--- src/hdl/seek_tune_pkg.sv ---
// Overview of operation
// report format bit: 0 standard, 1 verbose
// limit bit 0: wrap at edges, continue
// limit bit 1: stop seek at edge
// direction bit: 0 steps down, 1 up
// seek starts at current channel, chosen direction
// seek ends: valid, band scanned, or edge
// end raises complete; fail when none found
// dropping seek bit clears complete and fail
// writing seek bit zero aborts the search
// tune bit 15 starts tune, resets zero
// tune completion raises complete flag
// dropping tune bit clears complete flag
// band 00: spacing times channel plus 87.5
// band 01/10: spacing times channel plus 76
// band 11: spacing times channel plus 64
// spacing bits 5:4, band bits 7:6
// station number untouched during seek
// current station tracks seek, holds result
// host writes zeros to reserved bits
// power enable bit 0, disable bit 6
// enabled pin2 irq gives 5 ms low
// requests ignored while complete flag set
package seek_tune_pkg;

  localparam int unsigned REF_CLK_KHZ = 25000;
  localparam int unsigned REG_W       = 16;
  localparam int unsigned CHAN_W      = 10;
  localparam int unsigned FREQ_W      = 19;

  // register indices; byte address is four times the index
  localparam logic [7:0] IDX_POWER_CFG      = 8'h02;
  localparam logic [7:0] IDX_STATION_TUNING = 8'h03;
  localparam logic [7:0] IDX_SYS_CFG1       = 8'h04;
  localparam logic [7:0] IDX_SYS_CFG2       = 8'h05;
  localparam logic [7:0] IDX_STATUS         = 8'h0A;
  localparam logic [7:0] ADDR_POWER_CFG      = {IDX_POWER_CFG[5:0], 2'b00};
  localparam logic [7:0] ADDR_STATION_TUNING = {IDX_STATION_TUNING[5:0], 2'b00};
  localparam logic [7:0] ADDR_SYS_CFG1       = {IDX_SYS_CFG1[5:0], 2'b00};
  localparam logic [7:0] ADDR_SYS_CFG2       = {IDX_SYS_CFG2[5:0], 2'b00};
  localparam logic [7:0] ADDR_STATUS         = {IDX_STATUS[5:0], 2'b00};

  // reset values
  localparam logic [15:0] RST_POWER_CFG      = 16'h0000;
  localparam logic [15:0] RST_STATION_TUNING = 16'h0000;
  localparam logic [15:0] RST_SYS_CFG1       = 16'h0000;
  localparam logic [15:0] RST_SYS_CFG2       = 16'h0000;

  // field positions
  localparam int unsigned PWR_ENABLE_BIT   = 0;
  localparam int unsigned PWR_DISABLE_BIT  = 6;
  localparam int unsigned SEEK_REQ_BIT     = 8;
  localparam int unsigned SEARCH_DIR_BIT   = 9;
  localparam int unsigned SEEK_LIMIT_BIT   = 10;
  localparam int unsigned RDS_FORMAT_BIT   = 11;
  localparam int unsigned TUNE_REQ_BIT     = 15;
  localparam int unsigned IRQ_ENABLE_BIT   = 14;
  localparam int unsigned PIN2_FN_LSB      = 2;
  localparam int unsigned SPACING_LSB      = 4;
  localparam int unsigned BAND_LSB         = 6;
  localparam int unsigned THRESH_LSB       = 8;
  localparam int unsigned COMPLETE_BIT     = 14;
  localparam int unsigned FAIL_BIT         = 13;

  // band edges and channel steps in kHz
  localparam int unsigned BASE_KHZ_BAND0 = 87500;
  localparam int unsigned BASE_KHZ_BAND12 = 76000;
  localparam int unsigned BASE_KHZ_BAND3 = 64000;
  localparam int unsigned TOP_KHZ_BAND0  = 108000;
  localparam int unsigned TOP_KHZ_BAND1  = 108000;
  localparam int unsigned TOP_KHZ_BAND2  = 90000;
  localparam int unsigned TOP_KHZ_BAND3  = 76000;
  localparam int unsigned SPACE_KHZ_0    = 200;
  localparam int unsigned SPACE_KHZ_1    = 100;
  localparam int unsigned SPACE_KHZ_2    = 50;

  // timing
  localparam int unsigned SETTLE_US        = 60;
  localparam int unsigned SETTLE_CYCLES    = (SETTLE_US * REF_CLK_KHZ + 999) / 1000;
  localparam int unsigned IRQ_PULSE_MS     = 5;
  localparam int unsigned IRQ_PULSE_CYCLES = IRQ_PULSE_MS * REF_CLK_KHZ;

  // general pin 2 function codes
  localparam logic [1:0] PIN2_HIZ  = 2'h0;
  localparam logic [1:0] PIN2_IRQ  = 2'h1;
  localparam logic [1:0] PIN2_LOW  = 2'h2;
  localparam logic [1:0] PIN2_HIGH = 2'h3;

  localparam logic [1:0] RESP_OKAY   = 2'h0;
  localparam logic [1:0] RESP_SLVERR = 2'h2;

  typedef enum logic [1:0] {
    ST_IDLE   = 2'b00,
    ST_STEP   = 2'b01,
    ST_SETTLE = 2'b10,
    ST_CHECK  = 2'b11
  } tuner_state_t;

  typedef struct packed {
    logic seek_req;
    logic search_direction;
    logic seek_limit_behaviour;
    logic rds_report_format;
  } seek_cfg_t;

  typedef struct packed {
    logic [7:0] threshold;
    logic [1:0] band;
    logic [1:0] spacing;
  } band_cfg_t;

endpackage

--- src/hdl/seek_tune_control.sv ---
// Decided for this implementation: register access over AXI4-Lite.
`timescale 1ns/1ps
`default_nettype none
module seek_tune_control #(
  parameter int unsigned IRQ_PULSE_CYCLES = seek_tune_pkg::IRQ_PULSE_CYCLES
) (
  input  wire logic        ref_clk_in,
  input  wire logic        reset_n_in,
  input  wire logic [7:0]  s_axi_awaddr_in,
  input  wire logic [2:0]  s_axi_awprot_in,
  input  wire logic        s_axi_awvalid_in,
  output logic             s_axi_awready_out,
  input  wire logic [31:0] s_axi_wdata_in,
  input  wire logic [3:0]  s_axi_wstrb_in,
  input  wire logic        s_axi_wvalid_in,
  output logic             s_axi_wready_out,
  output logic [1:0]       s_axi_bresp_out,
  output logic             s_axi_bvalid_out,
  input  wire logic        s_axi_bready_in,
  input  wire logic [7:0]  s_axi_araddr_in,
  input  wire logic [2:0]  s_axi_arprot_in,
  input  wire logic        s_axi_arvalid_in,
  output logic             s_axi_arready_out,
  output logic [31:0]      s_axi_rdata_out,
  output logic [1:0]       s_axi_rresp_out,
  output logic             s_axi_rvalid_out,
  input  wire logic        s_axi_rready_in,
  input  wire logic [7:0]  rssi_in,
  output logic [18:0]      tuned_freq_khz_out,
  output logic             retune_strobe_out,
  output logic             seek_busy_out,
  output logic             rds_report_format_out,
  output logic             power_enable_out,
  output logic             power_disable_out,
  output logic             general_pin2_out,
  output logic             general_pin2_oe_out
);

  localparam int unsigned PULSE_W = $clog2(IRQ_PULSE_CYCLES + 1);
  localparam int unsigned SETTLE_W = $clog2(seek_tune_pkg::SETTLE_CYCLES + 1);

  // register storage
  logic [15:0] power_cfg_r;
  logic [15:0] station_tuning_r;
  logic [15:0] sys_cfg1_r;
  logic [15:0] sys_cfg2_r;

  // bus slave state
  logic        aw_full_r;
  logic        w_full_r;
  logic [7:0]  aw_addr_r;
  logic [31:0] w_data_r;
  logic [3:0]  w_strb_r;
  logic        wr_en;
  logic        wr_hit;
  logic [31:0] rd_data;
  logic        rd_hit;

  // tuner state
  seek_tune_pkg::tuner_state_t state_r;
  seek_tune_pkg::seek_cfg_t    seek_cfg;
  seek_tune_pkg::band_cfg_t    band_cfg;
  logic [9:0]          cur_ch_r;
  logic [9:0]          start_ch_r;
  logic                op_is_seek_r;
  logic [SETTLE_W-1:0] settle_cnt_r;
  logic                op_complete_flag_r;
  logic                search_fail_flag_r;
  logic                finish;
  logic                finish_fail;
  logic                tune_req;
  logic                clear_flags;
  logic                start_seek;
  logic                start_tune;
  logic                abort;
  logic [9:0]          top_ch;
  logic [9:0]          next_ch;
  logic                at_edge;
  logic [PULSE_W-1:0]  pulse_cnt_r;

  // highest channel that still lies inside the band
  function automatic logic [9:0] top_channel(input logic [1:0] band, input logic [1:0] space);
    int unsigned span;
    span = seek_tune_pkg::TOP_KHZ_BAND0 - seek_tune_pkg::BASE_KHZ_BAND0;
    case (band)
      2'b01: span = seek_tune_pkg::TOP_KHZ_BAND1 - seek_tune_pkg::BASE_KHZ_BAND12;
      2'b10: span = seek_tune_pkg::TOP_KHZ_BAND2 - seek_tune_pkg::BASE_KHZ_BAND12;
      2'b11: span = seek_tune_pkg::TOP_KHZ_BAND3 - seek_tune_pkg::BASE_KHZ_BAND3;
      default: span = seek_tune_pkg::TOP_KHZ_BAND0 - seek_tune_pkg::BASE_KHZ_BAND0;
    endcase
    case (space)
      2'b00: top_channel = 10'(span / seek_tune_pkg::SPACE_KHZ_0);
      2'b01: top_channel = 10'(span / seek_tune_pkg::SPACE_KHZ_1);
      default: top_channel = 10'(span / seek_tune_pkg::SPACE_KHZ_2);
    endcase
  endfunction

  // channel to frequency; undefined spacing code 11 falls back to the finest step
  function automatic logic [18:0] chan_freq(input logic [1:0] band, input logic [1:0] space,
                                            input logic [9:0] ch);
    int unsigned base;
    int unsigned step;
    case (band)
      2'b00: base = seek_tune_pkg::BASE_KHZ_BAND0;
      2'b01, 2'b10: base = seek_tune_pkg::BASE_KHZ_BAND12;
      default: base = seek_tune_pkg::BASE_KHZ_BAND3;
    endcase
    case (space)
      2'b00: step = seek_tune_pkg::SPACE_KHZ_0;
      2'b01: step = seek_tune_pkg::SPACE_KHZ_1;
      default: step = seek_tune_pkg::SPACE_KHZ_2;
    endcase
    chan_freq = 19'(base + step * int'(ch));
  endfunction

  // merge written byte lanes into a 16-bit register
  function automatic logic [15:0] merge16(input logic [15:0] old, input logic [31:0] data,
                                          input logic [3:0] strb);
    merge16 = old;
    if (strb[0]) begin
      merge16[7:0] = data[7:0];
    end
    if (strb[1]) begin
      merge16[15:8] = data[15:8];
    end
  endfunction

  // field views of the configuration registers
  assign seek_cfg.seek_req             = power_cfg_r[seek_tune_pkg::SEEK_REQ_BIT];
  assign seek_cfg.search_direction     = power_cfg_r[seek_tune_pkg::SEARCH_DIR_BIT];
  assign seek_cfg.seek_limit_behaviour = power_cfg_r[seek_tune_pkg::SEEK_LIMIT_BIT];
  assign seek_cfg.rds_report_format    = power_cfg_r[seek_tune_pkg::RDS_FORMAT_BIT];
  assign band_cfg.threshold = sys_cfg2_r[seek_tune_pkg::THRESH_LSB +: 8];
  assign band_cfg.band      = sys_cfg2_r[seek_tune_pkg::BAND_LSB +: 2];
  assign band_cfg.spacing   = sys_cfg2_r[seek_tune_pkg::SPACING_LSB +: 2];
  assign tune_req = station_tuning_r[seek_tune_pkg::TUNE_REQ_BIT];

  // write happens once address and data are both held
  assign wr_en  = aw_full_r && w_full_r && !s_axi_bvalid_out;
  assign wr_hit = (aw_addr_r == seek_tune_pkg::ADDR_POWER_CFG) ||
                  (aw_addr_r == seek_tune_pkg::ADDR_STATION_TUNING) ||
                  (aw_addr_r == seek_tune_pkg::ADDR_SYS_CFG1) ||
                  (aw_addr_r == seek_tune_pkg::ADDR_SYS_CFG2);

  // write address and data channels, taken in either order
  always_ff @(posedge ref_clk_in or negedge reset_n_in) begin
    if (!reset_n_in) begin
      aw_full_r         <= 1'b0;
      w_full_r          <= 1'b0;
      aw_addr_r         <= 8'h00;
      w_data_r          <= 32'h0000_0000;
      w_strb_r          <= 4'h0;
      s_axi_awready_out <= 1'b1;
      s_axi_wready_out  <= 1'b1;
      s_axi_bvalid_out  <= 1'b0;
      s_axi_bresp_out   <= seek_tune_pkg::RESP_OKAY;
    end else begin
      if (s_axi_awvalid_in && s_axi_awready_out) begin
        aw_full_r         <= 1'b1;
        aw_addr_r         <= {s_axi_awaddr_in[7:2], 2'b00};
        s_axi_awready_out <= 1'b0;
      end
      if (s_axi_wvalid_in && s_axi_wready_out) begin
        w_full_r         <= 1'b1;
        w_data_r         <= s_axi_wdata_in;
        w_strb_r         <= s_axi_wstrb_in;
        s_axi_wready_out <= 1'b0;
      end
      if (wr_en) begin
        s_axi_bvalid_out <= 1'b1;
        s_axi_bresp_out  <= wr_hit ? seek_tune_pkg::RESP_OKAY : seek_tune_pkg::RESP_SLVERR;
      end
      if (s_axi_bvalid_out && s_axi_bready_in) begin
        s_axi_bvalid_out  <= 1'b0;
        aw_full_r         <= 1'b0;
        w_full_r          <= 1'b0;
        s_axi_awready_out <= 1'b1;
        s_axi_wready_out  <= 1'b1;
      end
    end
  end

  // software-visible registers; the status word is read-only
  always_ff @(posedge ref_clk_in or negedge reset_n_in) begin
    if (!reset_n_in) begin
      power_cfg_r      <= seek_tune_pkg::RST_POWER_CFG;
      station_tuning_r <= seek_tune_pkg::RST_STATION_TUNING;
      sys_cfg1_r       <= seek_tune_pkg::RST_SYS_CFG1;
      sys_cfg2_r       <= seek_tune_pkg::RST_SYS_CFG2;
    end else if (wr_en) begin
      // reserved bits are stored as written; zero is the host's job
      case (aw_addr_r)
        seek_tune_pkg::ADDR_POWER_CFG: begin
          power_cfg_r <= merge16(power_cfg_r, w_data_r, w_strb_r);
        end
        seek_tune_pkg::ADDR_STATION_TUNING: begin
          station_tuning_r <= merge16(station_tuning_r, w_data_r, w_strb_r);
        end
        seek_tune_pkg::ADDR_SYS_CFG1: begin
          sys_cfg1_r <= merge16(sys_cfg1_r, w_data_r, w_strb_r);
        end
        seek_tune_pkg::ADDR_SYS_CFG2: begin
          sys_cfg2_r <= merge16(sys_cfg2_r, w_data_r, w_strb_r);
        end
        default: begin
        end
      endcase
    end
  end

  // read decode
  always_comb begin
    rd_data = 32'h0000_0000;
    rd_hit  = 1'b1;
    case ({s_axi_araddr_in[7:2], 2'b00})
      seek_tune_pkg::ADDR_POWER_CFG:      rd_data = {16'h0000, power_cfg_r};
      seek_tune_pkg::ADDR_STATION_TUNING: rd_data = {16'h0000, station_tuning_r};
      seek_tune_pkg::ADDR_SYS_CFG1:       rd_data = {16'h0000, sys_cfg1_r};
      seek_tune_pkg::ADDR_SYS_CFG2:       rd_data = {16'h0000, sys_cfg2_r};
      seek_tune_pkg::ADDR_STATUS: begin
        rd_data[seek_tune_pkg::COMPLETE_BIT] = op_complete_flag_r;
        rd_data[seek_tune_pkg::FAIL_BIT]     = search_fail_flag_r;
        rd_data[9:0]                         = cur_ch_r;
      end
      default: rd_hit = 1'b0;
    endcase
  end

  // read channel, answer one cycle after the address is taken
  always_ff @(posedge ref_clk_in or negedge reset_n_in) begin
    if (!reset_n_in) begin
      s_axi_arready_out <= 1'b1;
      s_axi_rvalid_out  <= 1'b0;
      s_axi_rdata_out   <= 32'h0000_0000;
      s_axi_rresp_out   <= seek_tune_pkg::RESP_OKAY;
    end else if (s_axi_arvalid_in && s_axi_arready_out) begin
      s_axi_arready_out <= 1'b0;
      s_axi_rvalid_out  <= 1'b1;
      s_axi_rdata_out   <= rd_data;
      s_axi_rresp_out   <= rd_hit ? seek_tune_pkg::RESP_OKAY : seek_tune_pkg::RESP_SLVERR;
    end else if (s_axi_rvalid_out && s_axi_rready_in) begin
      s_axi_rvalid_out  <= 1'b0;
      s_axi_arready_out <= 1'b1;
    end
  end

  // request decode; a raised complete flag blocks any new start
  assign start_seek = (state_r == seek_tune_pkg::ST_IDLE) && !op_complete_flag_r &&
                      seek_cfg.seek_req;
  assign start_tune = (state_r == seek_tune_pkg::ST_IDLE) && !op_complete_flag_r &&
                      !seek_cfg.seek_req && tune_req;
  assign abort = (state_r != seek_tune_pkg::ST_IDLE) && op_is_seek_r &&
                 !seek_cfg.seek_req;
  assign top_ch = top_channel(band_cfg.band, band_cfg.spacing);

  // next channel and band edge test for one seek step
  always_comb begin
    next_ch = cur_ch_r;
    at_edge = 1'b0;
    if (seek_cfg.search_direction) begin
      if (cur_ch_r >= top_ch) begin
        at_edge = 1'b1;
        next_ch = 10'h000;
      end else begin
        next_ch = cur_ch_r + 10'h001;
      end
    end else begin
      if (cur_ch_r == 10'h000) begin
        at_edge = 1'b1;
        next_ch = top_ch;
      end else begin
        next_ch = cur_ch_r - 10'h001;
      end
    end
  end

  // end of operation decode
  always_comb begin
    finish      = 1'b0;
    finish_fail = 1'b0;
    if (!abort) begin
      if (state_r == seek_tune_pkg::ST_STEP) begin
        if (at_edge && seek_cfg.seek_limit_behaviour) begin
          finish      = 1'b1;
          finish_fail = 1'b1;
        end else if (next_ch == start_ch_r) begin
          finish      = 1'b1;
          finish_fail = 1'b1;
        end
      end else if (state_r == seek_tune_pkg::ST_CHECK) begin
        finish = !op_is_seek_r || (rssi_in >= band_cfg.threshold);
      end
    end
  end

  // tuner sequencing: step, settle, judge
  always_ff @(posedge ref_clk_in or negedge reset_n_in) begin
    if (!reset_n_in) begin
      state_r            <= seek_tune_pkg::ST_IDLE;
      cur_ch_r           <= 10'h000;
      start_ch_r         <= 10'h000;
      op_is_seek_r       <= 1'b0;
      settle_cnt_r       <= '0;
      tuned_freq_khz_out <= 19'h00000;
      retune_strobe_out  <= 1'b0;
    end else begin
      retune_strobe_out <= 1'b0;
      if (abort || finish) begin
        state_r <= seek_tune_pkg::ST_IDLE;
      end else begin
        case (state_r)
          seek_tune_pkg::ST_IDLE: begin
            if (start_seek) begin
              op_is_seek_r <= 1'b1;
              start_ch_r   <= cur_ch_r;
              state_r      <= seek_tune_pkg::ST_STEP;
            end else if (start_tune) begin
              op_is_seek_r       <= 1'b0;
              cur_ch_r           <= station_tuning_r[9:0];
              tuned_freq_khz_out <= chan_freq(band_cfg.band, band_cfg.spacing,
                                              station_tuning_r[9:0]);
              retune_strobe_out  <= 1'b1;
              settle_cnt_r       <= '0;
              state_r            <= seek_tune_pkg::ST_SETTLE;
            end
          end
          seek_tune_pkg::ST_STEP: begin
            // station number register stays as written; only the readback moves
            cur_ch_r           <= next_ch;
            tuned_freq_khz_out <= chan_freq(band_cfg.band, band_cfg.spacing, next_ch);
            retune_strobe_out  <= 1'b1;
            settle_cnt_r       <= '0;
            state_r            <= seek_tune_pkg::ST_SETTLE;
          end
          seek_tune_pkg::ST_SETTLE: begin
            if (settle_cnt_r == SETTLE_W'(seek_tune_pkg::SETTLE_CYCLES - 1)) begin
              state_r <= seek_tune_pkg::ST_CHECK;
            end else begin
              settle_cnt_r <= settle_cnt_r + 1'b1;
            end
          end
          seek_tune_pkg::ST_CHECK: begin
            state_r <= seek_tune_pkg::ST_STEP; // weak channel, keep searching
          end
          default: begin
            state_r <= seek_tune_pkg::ST_IDLE;
          end
        endcase
      end
    end
  end

  // flags are cleared by dropping the request of the finished operation
  assign clear_flags = op_complete_flag_r &&
                       (op_is_seek_r ? !seek_cfg.seek_req : !tune_req);

  // completion and fail flags; a new set wins over a clear
  always_ff @(posedge ref_clk_in or negedge reset_n_in) begin
    if (!reset_n_in) begin
      op_complete_flag_r <= 1'b0;
      search_fail_flag_r <= 1'b0;
    end else if (finish) begin
      op_complete_flag_r <= 1'b1;
      search_fail_flag_r <= finish_fail;
    end else if (clear_flags) begin
      op_complete_flag_r <= 1'b0;
      search_fail_flag_r <= 1'b0;
    end
  end

  // general pin 2; low pulse counter armed on completion
  always_ff @(posedge ref_clk_in or negedge reset_n_in) begin
    if (!reset_n_in) begin
      pulse_cnt_r         <= '0;
      general_pin2_out    <= 1'b1;
      general_pin2_oe_out <= 1'b0;
    end else begin
      if (finish && !op_complete_flag_r && sys_cfg1_r[seek_tune_pkg::IRQ_ENABLE_BIT] &&
          sys_cfg1_r[seek_tune_pkg::PIN2_FN_LSB +: 2] == seek_tune_pkg::PIN2_IRQ) begin
        pulse_cnt_r <= PULSE_W'(IRQ_PULSE_CYCLES);
      end else if (pulse_cnt_r != '0) begin
        pulse_cnt_r <= pulse_cnt_r - 1'b1;
      end
      case (sys_cfg1_r[seek_tune_pkg::PIN2_FN_LSB +: 2])
        seek_tune_pkg::PIN2_IRQ: begin
          general_pin2_oe_out <= 1'b1;
          // output lags the counter by one edge; pulse width stays exact
          general_pin2_out    <= (pulse_cnt_r == '0);
        end
        seek_tune_pkg::PIN2_LOW: begin
          general_pin2_oe_out <= 1'b1;
          general_pin2_out    <= 1'b0;
        end
        seek_tune_pkg::PIN2_HIGH: begin
          general_pin2_oe_out <= 1'b1;
          general_pin2_out    <= 1'b1;
        end
        default: begin
          general_pin2_oe_out <= 1'b0;
          general_pin2_out    <= 1'b1;
        end
      endcase
    end
  end

  // busy indication for the receiver
  always_ff @(posedge ref_clk_in or negedge reset_n_in) begin
    if (!reset_n_in) begin
      seek_busy_out <= 1'b0;
    end else begin
      seek_busy_out <= start_seek || (op_is_seek_r && state_r != seek_tune_pkg::ST_IDLE &&
                                      !abort && !finish);
    end
  end

  // plain configuration outputs taken straight from register bits
  assign rds_report_format_out = power_cfg_r[seek_tune_pkg::RDS_FORMAT_BIT];
  assign power_enable_out      = power_cfg_r[seek_tune_pkg::PWR_ENABLE_BIT];
  assign power_disable_out     = power_cfg_r[seek_tune_pkg::PWR_DISABLE_BIT];

endmodule
`default_nettype wire

--- config.mk ---
export PLATFORM = sky130hd
export DESIGN_NAME = seek_tune_control
export DESIGN_NICKNAME = d
export VERILOG_FILES = /design/src/hdl/seek_tune_pkg.sv /design/src/hdl/seek_tune_control.sv
export SDC_FILE = /design/constraint.sdc
export NUM_CORES = 1
export LEC_CHECK = 0
export ABC_CLOCK_PERIOD_IN_PS = 35900
export BUFFER_PORTS_ARGS = -buffer_cell sky130_fd_sc_hd__buf_2
export CAP_MARGIN = 20
export CORE_MARGIN = 2
export CORE_UTILIZATION = 45
export CTS_CLUSTER_DIAMETER = 40
export CTS_CLUSTER_SIZE = 20
export DETAILED_ROUTE_END_ITERATION = 12
export HOLD_SLACK_MARGIN = 0.05
export PLACE_DENSITY_LB_ADDON = 0.1
export SLEW_MARGIN = 20
export SYNTH_ARGS = -nofsm -noshare
export SYNTH_HDL_FRONTEND = slang
export SYNTH_SLANG_ARGS = --single-unit
--- constraint.sdc ---
create_clock -name ref_clk_in -period 35.9 [get_ports ref_clk_in]
set_input_delay 5.385 -clock ref_clk_in [delete_from_list [all_inputs] [get_ports ref_clk_in]]
set_output_delay 5.385 -clock ref_clk_in [all_outputs]
set_load 0.01 [all_outputs]
==> results.cfg, run 1 <==
[clock_network]
cts_num_sinks = 188
cts-hold-fix-buffers = 0
cts_buffers = 17
clkLatencyLatePin_ns = 0.45
cts_tree = yes
htreeDepth = 4
cts_buffer_depth = 2
clk_pin_slew_worst_paths_ns = 0.07
cts_root_buf = clkbuf_16

[worst_setup_path]
reg2reg_from = sys_cfg2_r[6]$_DFFE_PN0P_
path_class = reg2reg
cp_common_cell = a21oi_1
cpMaxStageDelayCell = fa_1
r2r-end = tuned_freq_khz_out[18]$_DFFE_PN0P_
start_kind = flip-flop
path_max_fanout = 10
r2r_slack_ns = 3.21
reg2regPathDepth = 174
crit_buf_inv = 18
worstPathArrival_ns = 33.01
cpPeakStageDelay_ns = 0.55
required_ns = 36.22
cp_top_family = compound AO/OA/AOI/OAI gates
worstSetupEndpointType = flip-flop

[place]
place_ws_ns = 1.66
io_buffers = 92
dp_cells = 3538
gp_congestion = 0.888
dp_hpwl_um = 50300

[min_path]
hp-class = reg2reg
whs_path_depth = 2
worstHoldStart = s_axi_bresp_out[1]$_DFFE_PN0P_
whs_endpoint = s_axi_bresp_out[1]$_DFFE_PN0P_

[sta]
hold_viol = 0
period_minus_slack_ns = 32.69
clock_skew_ns = 0.0289
tightestPinTransition_ns = 1.06
hold_ws_ns = 0.492
period_share = 0.911
finalSetupViolations = 0
finalMaxSlewViolations = 0
fmax_mhz = 30.6
worst_slack_ns = 3.21
setup-tns-final_ns = 0
slew_headroom = 0.293

[cells_and_area]
final_common_cell = nor2_1
multi_input_area_mm2 = 0.0177
antenna_cells = 0
num-fill-cells = 5061
regArea_mm2 = 0.00471
final_cell_mix = 245 x nor2_1, 237 x inv_1, 231 x ha_1
fin_nets = 3290
syn_to_final_growth_pct = 8.59
drive_above_1_share = 0.139
final_cells = 3579

[grt]
grt_pass1_wl_um = 106000
antenna_found_initial = 0
grt-ovfl-total = 0
track_usage = 0.239
grt_max_degree = 125
grt_pass1_vias = 20530

[route]
drc_errors = 0
initialDrtViolationCount = 1268
vias = 20646
firstDrtPassIters = 5
wl_per_cell_um = 18.0
ant_nets = 0
drt-total-wl_um = 64400
vias_per_cell = 5.77

[logic_synthesis]
synth.area.top_cells = dfrtp_1 19%, ha_1 12%, fa_1 9.1%
yosys.area_share.simple = 0.203
syn_inst = 2794
synth.distinct_cells = 111
synthAdderAreaFrac = 0.213
ys_ff_latch = 188
synth_top_area_cell = dfrtp_1
ys.flop_type = dfrtp_1
synth.avg_cell_area_um2 = 8.46
yosysSeqAreaShare = 0.199
synth_top_family_by_area = adder cells
synthMuxAreaShare = 0.0812
syn_area_mm2 = 0.0236
netlist.area_leader.share = 0.195
synth_edf_count = 0
yosysWarnings = 0
synth_compound_area_frac = 0.188
synth_xor_area_frac = 0.0530
async_flop_share = 1.00

[floorplanning]
chipHeight_um = 233
std_cell_rows = 84
initial_core_util = 0.453
die_w_um = 233
core_area_mm2 = 0.0522
dieArea_mm2 = 0.0544
pin_count = 140

[run]
drv_cap = 0

[run_status]
status = completed
==> cells by family (layout without fill, tap and decap cells) <==
group	Yosys count	in the layout
XOR/XNOR	143	143
other	1	32
AO/OA/AOI/OAI	673	673
buffers and inverters	360	426
multiplexers	169	169
AND/OR/NAND/NOR	921	921
flip-flops	188	188
adder cells (fa/ha/maj)	339	339
==> tightest hold or removal path, delay by kind of cell (launching register included) <==
family,cells,cell delay [ns]
AND/OR/NAND/NOR,1,0.05
flip-flops,1,0.35
AO/OA/AOI/OAI,1,0.05
==> sequential cells by signal, summed over array words and instances (netlist names), 16 cells and up <==
register            count
power_cfg_r            16
pulse_cnt_r            17
s_axi_rdata_out        16
station_tuning_r       16
sys_cfg1_r             16
sys_cfg2_r             16
tuned_freq_khz_out     18
w_data_r               16
==> worst max path at each step <==
| stage | start | endpoint | slack [ns] | cells after the start |
|---|---|---|---|---|
| 6_report | sys_cfg2_r[6]$_DFFE_PN0P_ | tuned_freq_khz_out[18]$_DFFE_PN0P_ | 3.21 | 174 |
| 5_1_grt | sys_cfg2_r[6]$_DFFE_PN0P_ | tuned_freq_khz_out[18]$_DFFE_PN0P_ | -0.008 | 171 |
| 4_1_cts | sys_cfg2_r[6]$_DFFE_PN0P_ | tuned_freq_khz_out[18]$_DFFE_PN0P_ | 1.46 | 172 |
| 3_5_place_dp | sys_cfg2_r[6]$_DFFE_PN0P_ | tuned_freq_khz_out[18]$_DFFE_PN0P_ | 1.66 | 173 |
| 3_3_place_gp | sys_cfg2_r[6]$_DFFE_PN0P_ | tuned_freq_khz_out[18]$_DFFE_PN0P_ | 2.01 | 173 |
| 2_1_floorplan | sys_cfg2_r[6]$_DFFE_PN0P_ | tuned_freq_khz_out[18]$_DFFE_PN0P_ | 4.72 | 181 |
==> cell type report <==
cell class | instances | area share
multi-input combinational | 2277 | 0.689
sequential | 188 | 0.184
timing repair buffer | 150 | 0.0360
inverter | 244 | 0.0357
tap | 688 | 0.0335
clock buffer | 19 | 0.0169
clock inverter | 13 | 0.00570
==> timing repair <==
item	in CTS	in global routing
endpoints found under the setup margin	0	10
buffers inserted	0	8
gates resized for setup	0	22
==> per-stage QoR <==
| step | util | instance area, um2 |
|---|---|---|
| floorplan | - | 23800 |
| global placement | 0.477 | 24900 |
| detailed placement | 0.477 | 24900 |
| CTS | 0.488 | 25500 |
| global route | 0.492 | 25700 |
| finish | 0.492 | 25700 |
==> synth_stat cells, types with 12 or more instances <==
library cell / instances
mux2_1: 14
nand2_1: 191
nand3_1: 68
a211o_1: 12
xor2_1: 51
and2_1: 61
a221oi_1: 19
nor2b_1: 34
or3_1: 21
xnor2_1: 92
nor3_1: 76
clkbuf_1: 74
mux2_4: 16
nand3b_1: 18
a21oi_1: 187
o21ai_1: 15
a31oi_1: 35
inv_1: 238
nand2b_1: 49
ha_1: 232
dfrtp_1: 184
or2_2: 19
a211oi_1: 15
o21bai_1: 13
o21ai_0: 155
nor4_1: 25
o21a_1: 39
mux2i_1: 34
and3_1: 16
buf_4: 21
o31ai_1: 15
or4_1: 16
fa_1: 107
nand4_1: 18
nor2_1: 246
a21o_1: 31
mux2_2: 105
o211ai_1: 16
==> routing by layer <==
metal	up-vias	wire, um	GRT usage
met5	-	0	0
met3	72	1630	0.0217
met4	0	1050	0.0496
li1	10062	-	-
met1	10162	30600	0.324
met2	350	31100	0.416
Power of run 1 is left out: the tool's default activity adds up to more than one toggle a clock period on the data nets, which glitch-free logic cannot reach.
==> run 2: changes to the inputs <==
- CORE_ASPECT_RATIO: default -> 1.25
==> results.cfg, run 2 (same netlist as run 1, synthesis figures left out) <==
[run_status]
status = completed

[worst_setup_path]
path_max_fanout = 15
cpPeakStageDelay_ns = 0.55
cp_common_cell = a21oi_1
crit_path_end = tuned_freq_khz_out[18]$_DFFE_PN0P_
critical_path.startpoint = sys_cfg2_r[6]$_DFFE_PN0P_
worstSetupEndpointType = flip-flop
reg2reg_from = sys_cfg2_r[6]$_DFFE_PN0P_
path_class = reg2reg
r2r-end = tuned_freq_khz_out[18]$_DFFE_PN0P_
start_kind = flip-flop
required_ns = 36.22
cpMaxStageDelayCell = fa_1
reg2regPathDepth = 171
r2r_slack_ns = 3.19
worstPathArrival_ns = 33.03

[floorplanning]
std_cell_rows = 93
chipHeight_um = 260
die_w_um = 209
core_area_mm2 = 0.0518
pin_count = 140
dieArea_mm2 = 0.0544
initial_core_util = 0.457

[grt]
grt_pass1_vias = 20788
antenna_found_initial = 0
grt_max_degree = 117
grt-ovfl-total = 0
track_usage = 0.243
grt_pass1_wl_um = 108000

[route]
ant_nets = 0
vias_per_cell = 5.80
wl_per_cell_um = 18.3
drc_errors = 0
firstDrtPassIters = 6
vias = 20718
drt-total-wl_um = 65400
initialDrtViolationCount = 1016

[cells_and_area]
final_common_cell = nor2_1
syn_to_final_growth_pct = 8.94
fin_nets = 3306
antenna_cells = 0
regMostFlops = tuned_freq_khz_out
top_regs = tuned_freq_khz_out: 18 flops, pulse_cnt_r: 17 flops
drive_above_1_share = 0.143
largest_register_ffs = 18
post-route-util = 0.497
num-fill-cells = 5041
final_cell_mix = 245 x nor2_1, 237 x inv_1, 231 x ha_1

[sta]
hold_viol = 0
finalMaxSlewViolations = 0
fmax_mhz = 30.6
tightestPinTransition_ns = 1.12
worst_slack_ns = 3.19
period_minus_slack_ns = 32.71
finalSetupViolations = 0
clock_skew_ns = 0.0152
period_share = 0.911
slew_headroom = 0.251
rsz0062_at_grt = no
setup-tns-final_ns = 0

[place]
dp_hpwl_um = 51500
gp_congestion = 0.871
place_ws_ns = 2.21
io_buffers = 92

[clock_network]
cts_tree = yes
cts-hold-fix-buffers = 0
htreeDepth = 4
cts_root_buf = clkbuf_16
clkLatencyLatePin_ns = 0.45
clk_pin_slew_worst_paths_ns = 0.07
cts_buffer_depth = 2
cts_buffers = 17
cts_num_sinks = 188

[run]
drv_cap = 0

[min_path]
hp-class = reg2reg
-- run 2: cell type report --
cell class	count	area, um2	share of cell area
clock buffers	18	429	0.0167
clock inverters	14	173	0.00670
inverters	244	916	0.0356
multi-input cells	2277	17700	0.686
flip-flops and latches	188	4710	0.183
well taps	665	832	0.0323
repair buffers	166	1020	0.0398
-- run 2: worst min path at each step --
stage,to,start,cells after the start,slack [ns]
floorplan,general_pin2_out$_DFF_PN1_,sys_cfg1_r[3]$_DFFE_PN0P_,1,0.46
global placement,s_axi_bresp_out[1]$_DFFE_PN0P_,s_axi_bresp_out[1]$_DFFE_PN0P_,2,0.48
detailed placement,s_axi_bresp_out[1]$_DFFE_PN0P_,s_axi_bresp_out[1]$_DFFE_PN0P_,2,0.48
CTS,s_axi_arready_out$_DFFE_PN1P_,s_axi_arready_out$_DFFE_PN1P_,1,0.50
global route,power_cfg_r[2]$_DFFE_PN0P_,power_cfg_r[2]$_DFFE_PN0P_,1,0.52
finish,s_axi_wready_out$_DFFE_PN1P_,s_axi_wready_out$_DFFE_PN1P_,2,0.50
-- run 2: metrics by stage --
| step | hold slack [ns] | cell area, um2 | cells |
|---|---|---|---|
| global route | 0.517 | 25800 | 3572 |
| global placement | 0.475 | 25000 | 3529 |
| detailed placement | 0.484 | 25000 | 3529 |
| CTS | 0.502 | 25600 | 3561 |
| finish | 0.497 | 25800 | 3572 |
| floorplan | 0.458 | 23800 | 2825 |
-- run 2: repair_timing --
action / 4_1_cts / 5_1_grt
gates resized for setup: 0 / 16
endpoints found under the setup margin: 0 / 8
setup buffers: 0 / 11
-- run 2: worst max-delay path: cells and delay by family, from the launching register on --
kind                     cells  cell delay, ns
multiplexers                 1            0.28
adder cells (fa/ha/maj)     18            6.09
flip-flops                   1            0.46
AND/OR/NAND/NOR             60            9.30
XOR/XNOR                     2            0.29
AO/OA/AOI/OAI               69           13.00
buffers and inverters       21            3.15
-- run 2: routing by layer --
metal  vias up  share of wire  track usage
met5         -              0            0
li1      10086              -            -
met4         0          0.031       0.0891
met1     10131           0.43        0.301
met2       399           0.51        0.443
met3       102          0.028       0.0182
Power of run 2 is left out for the same reason.
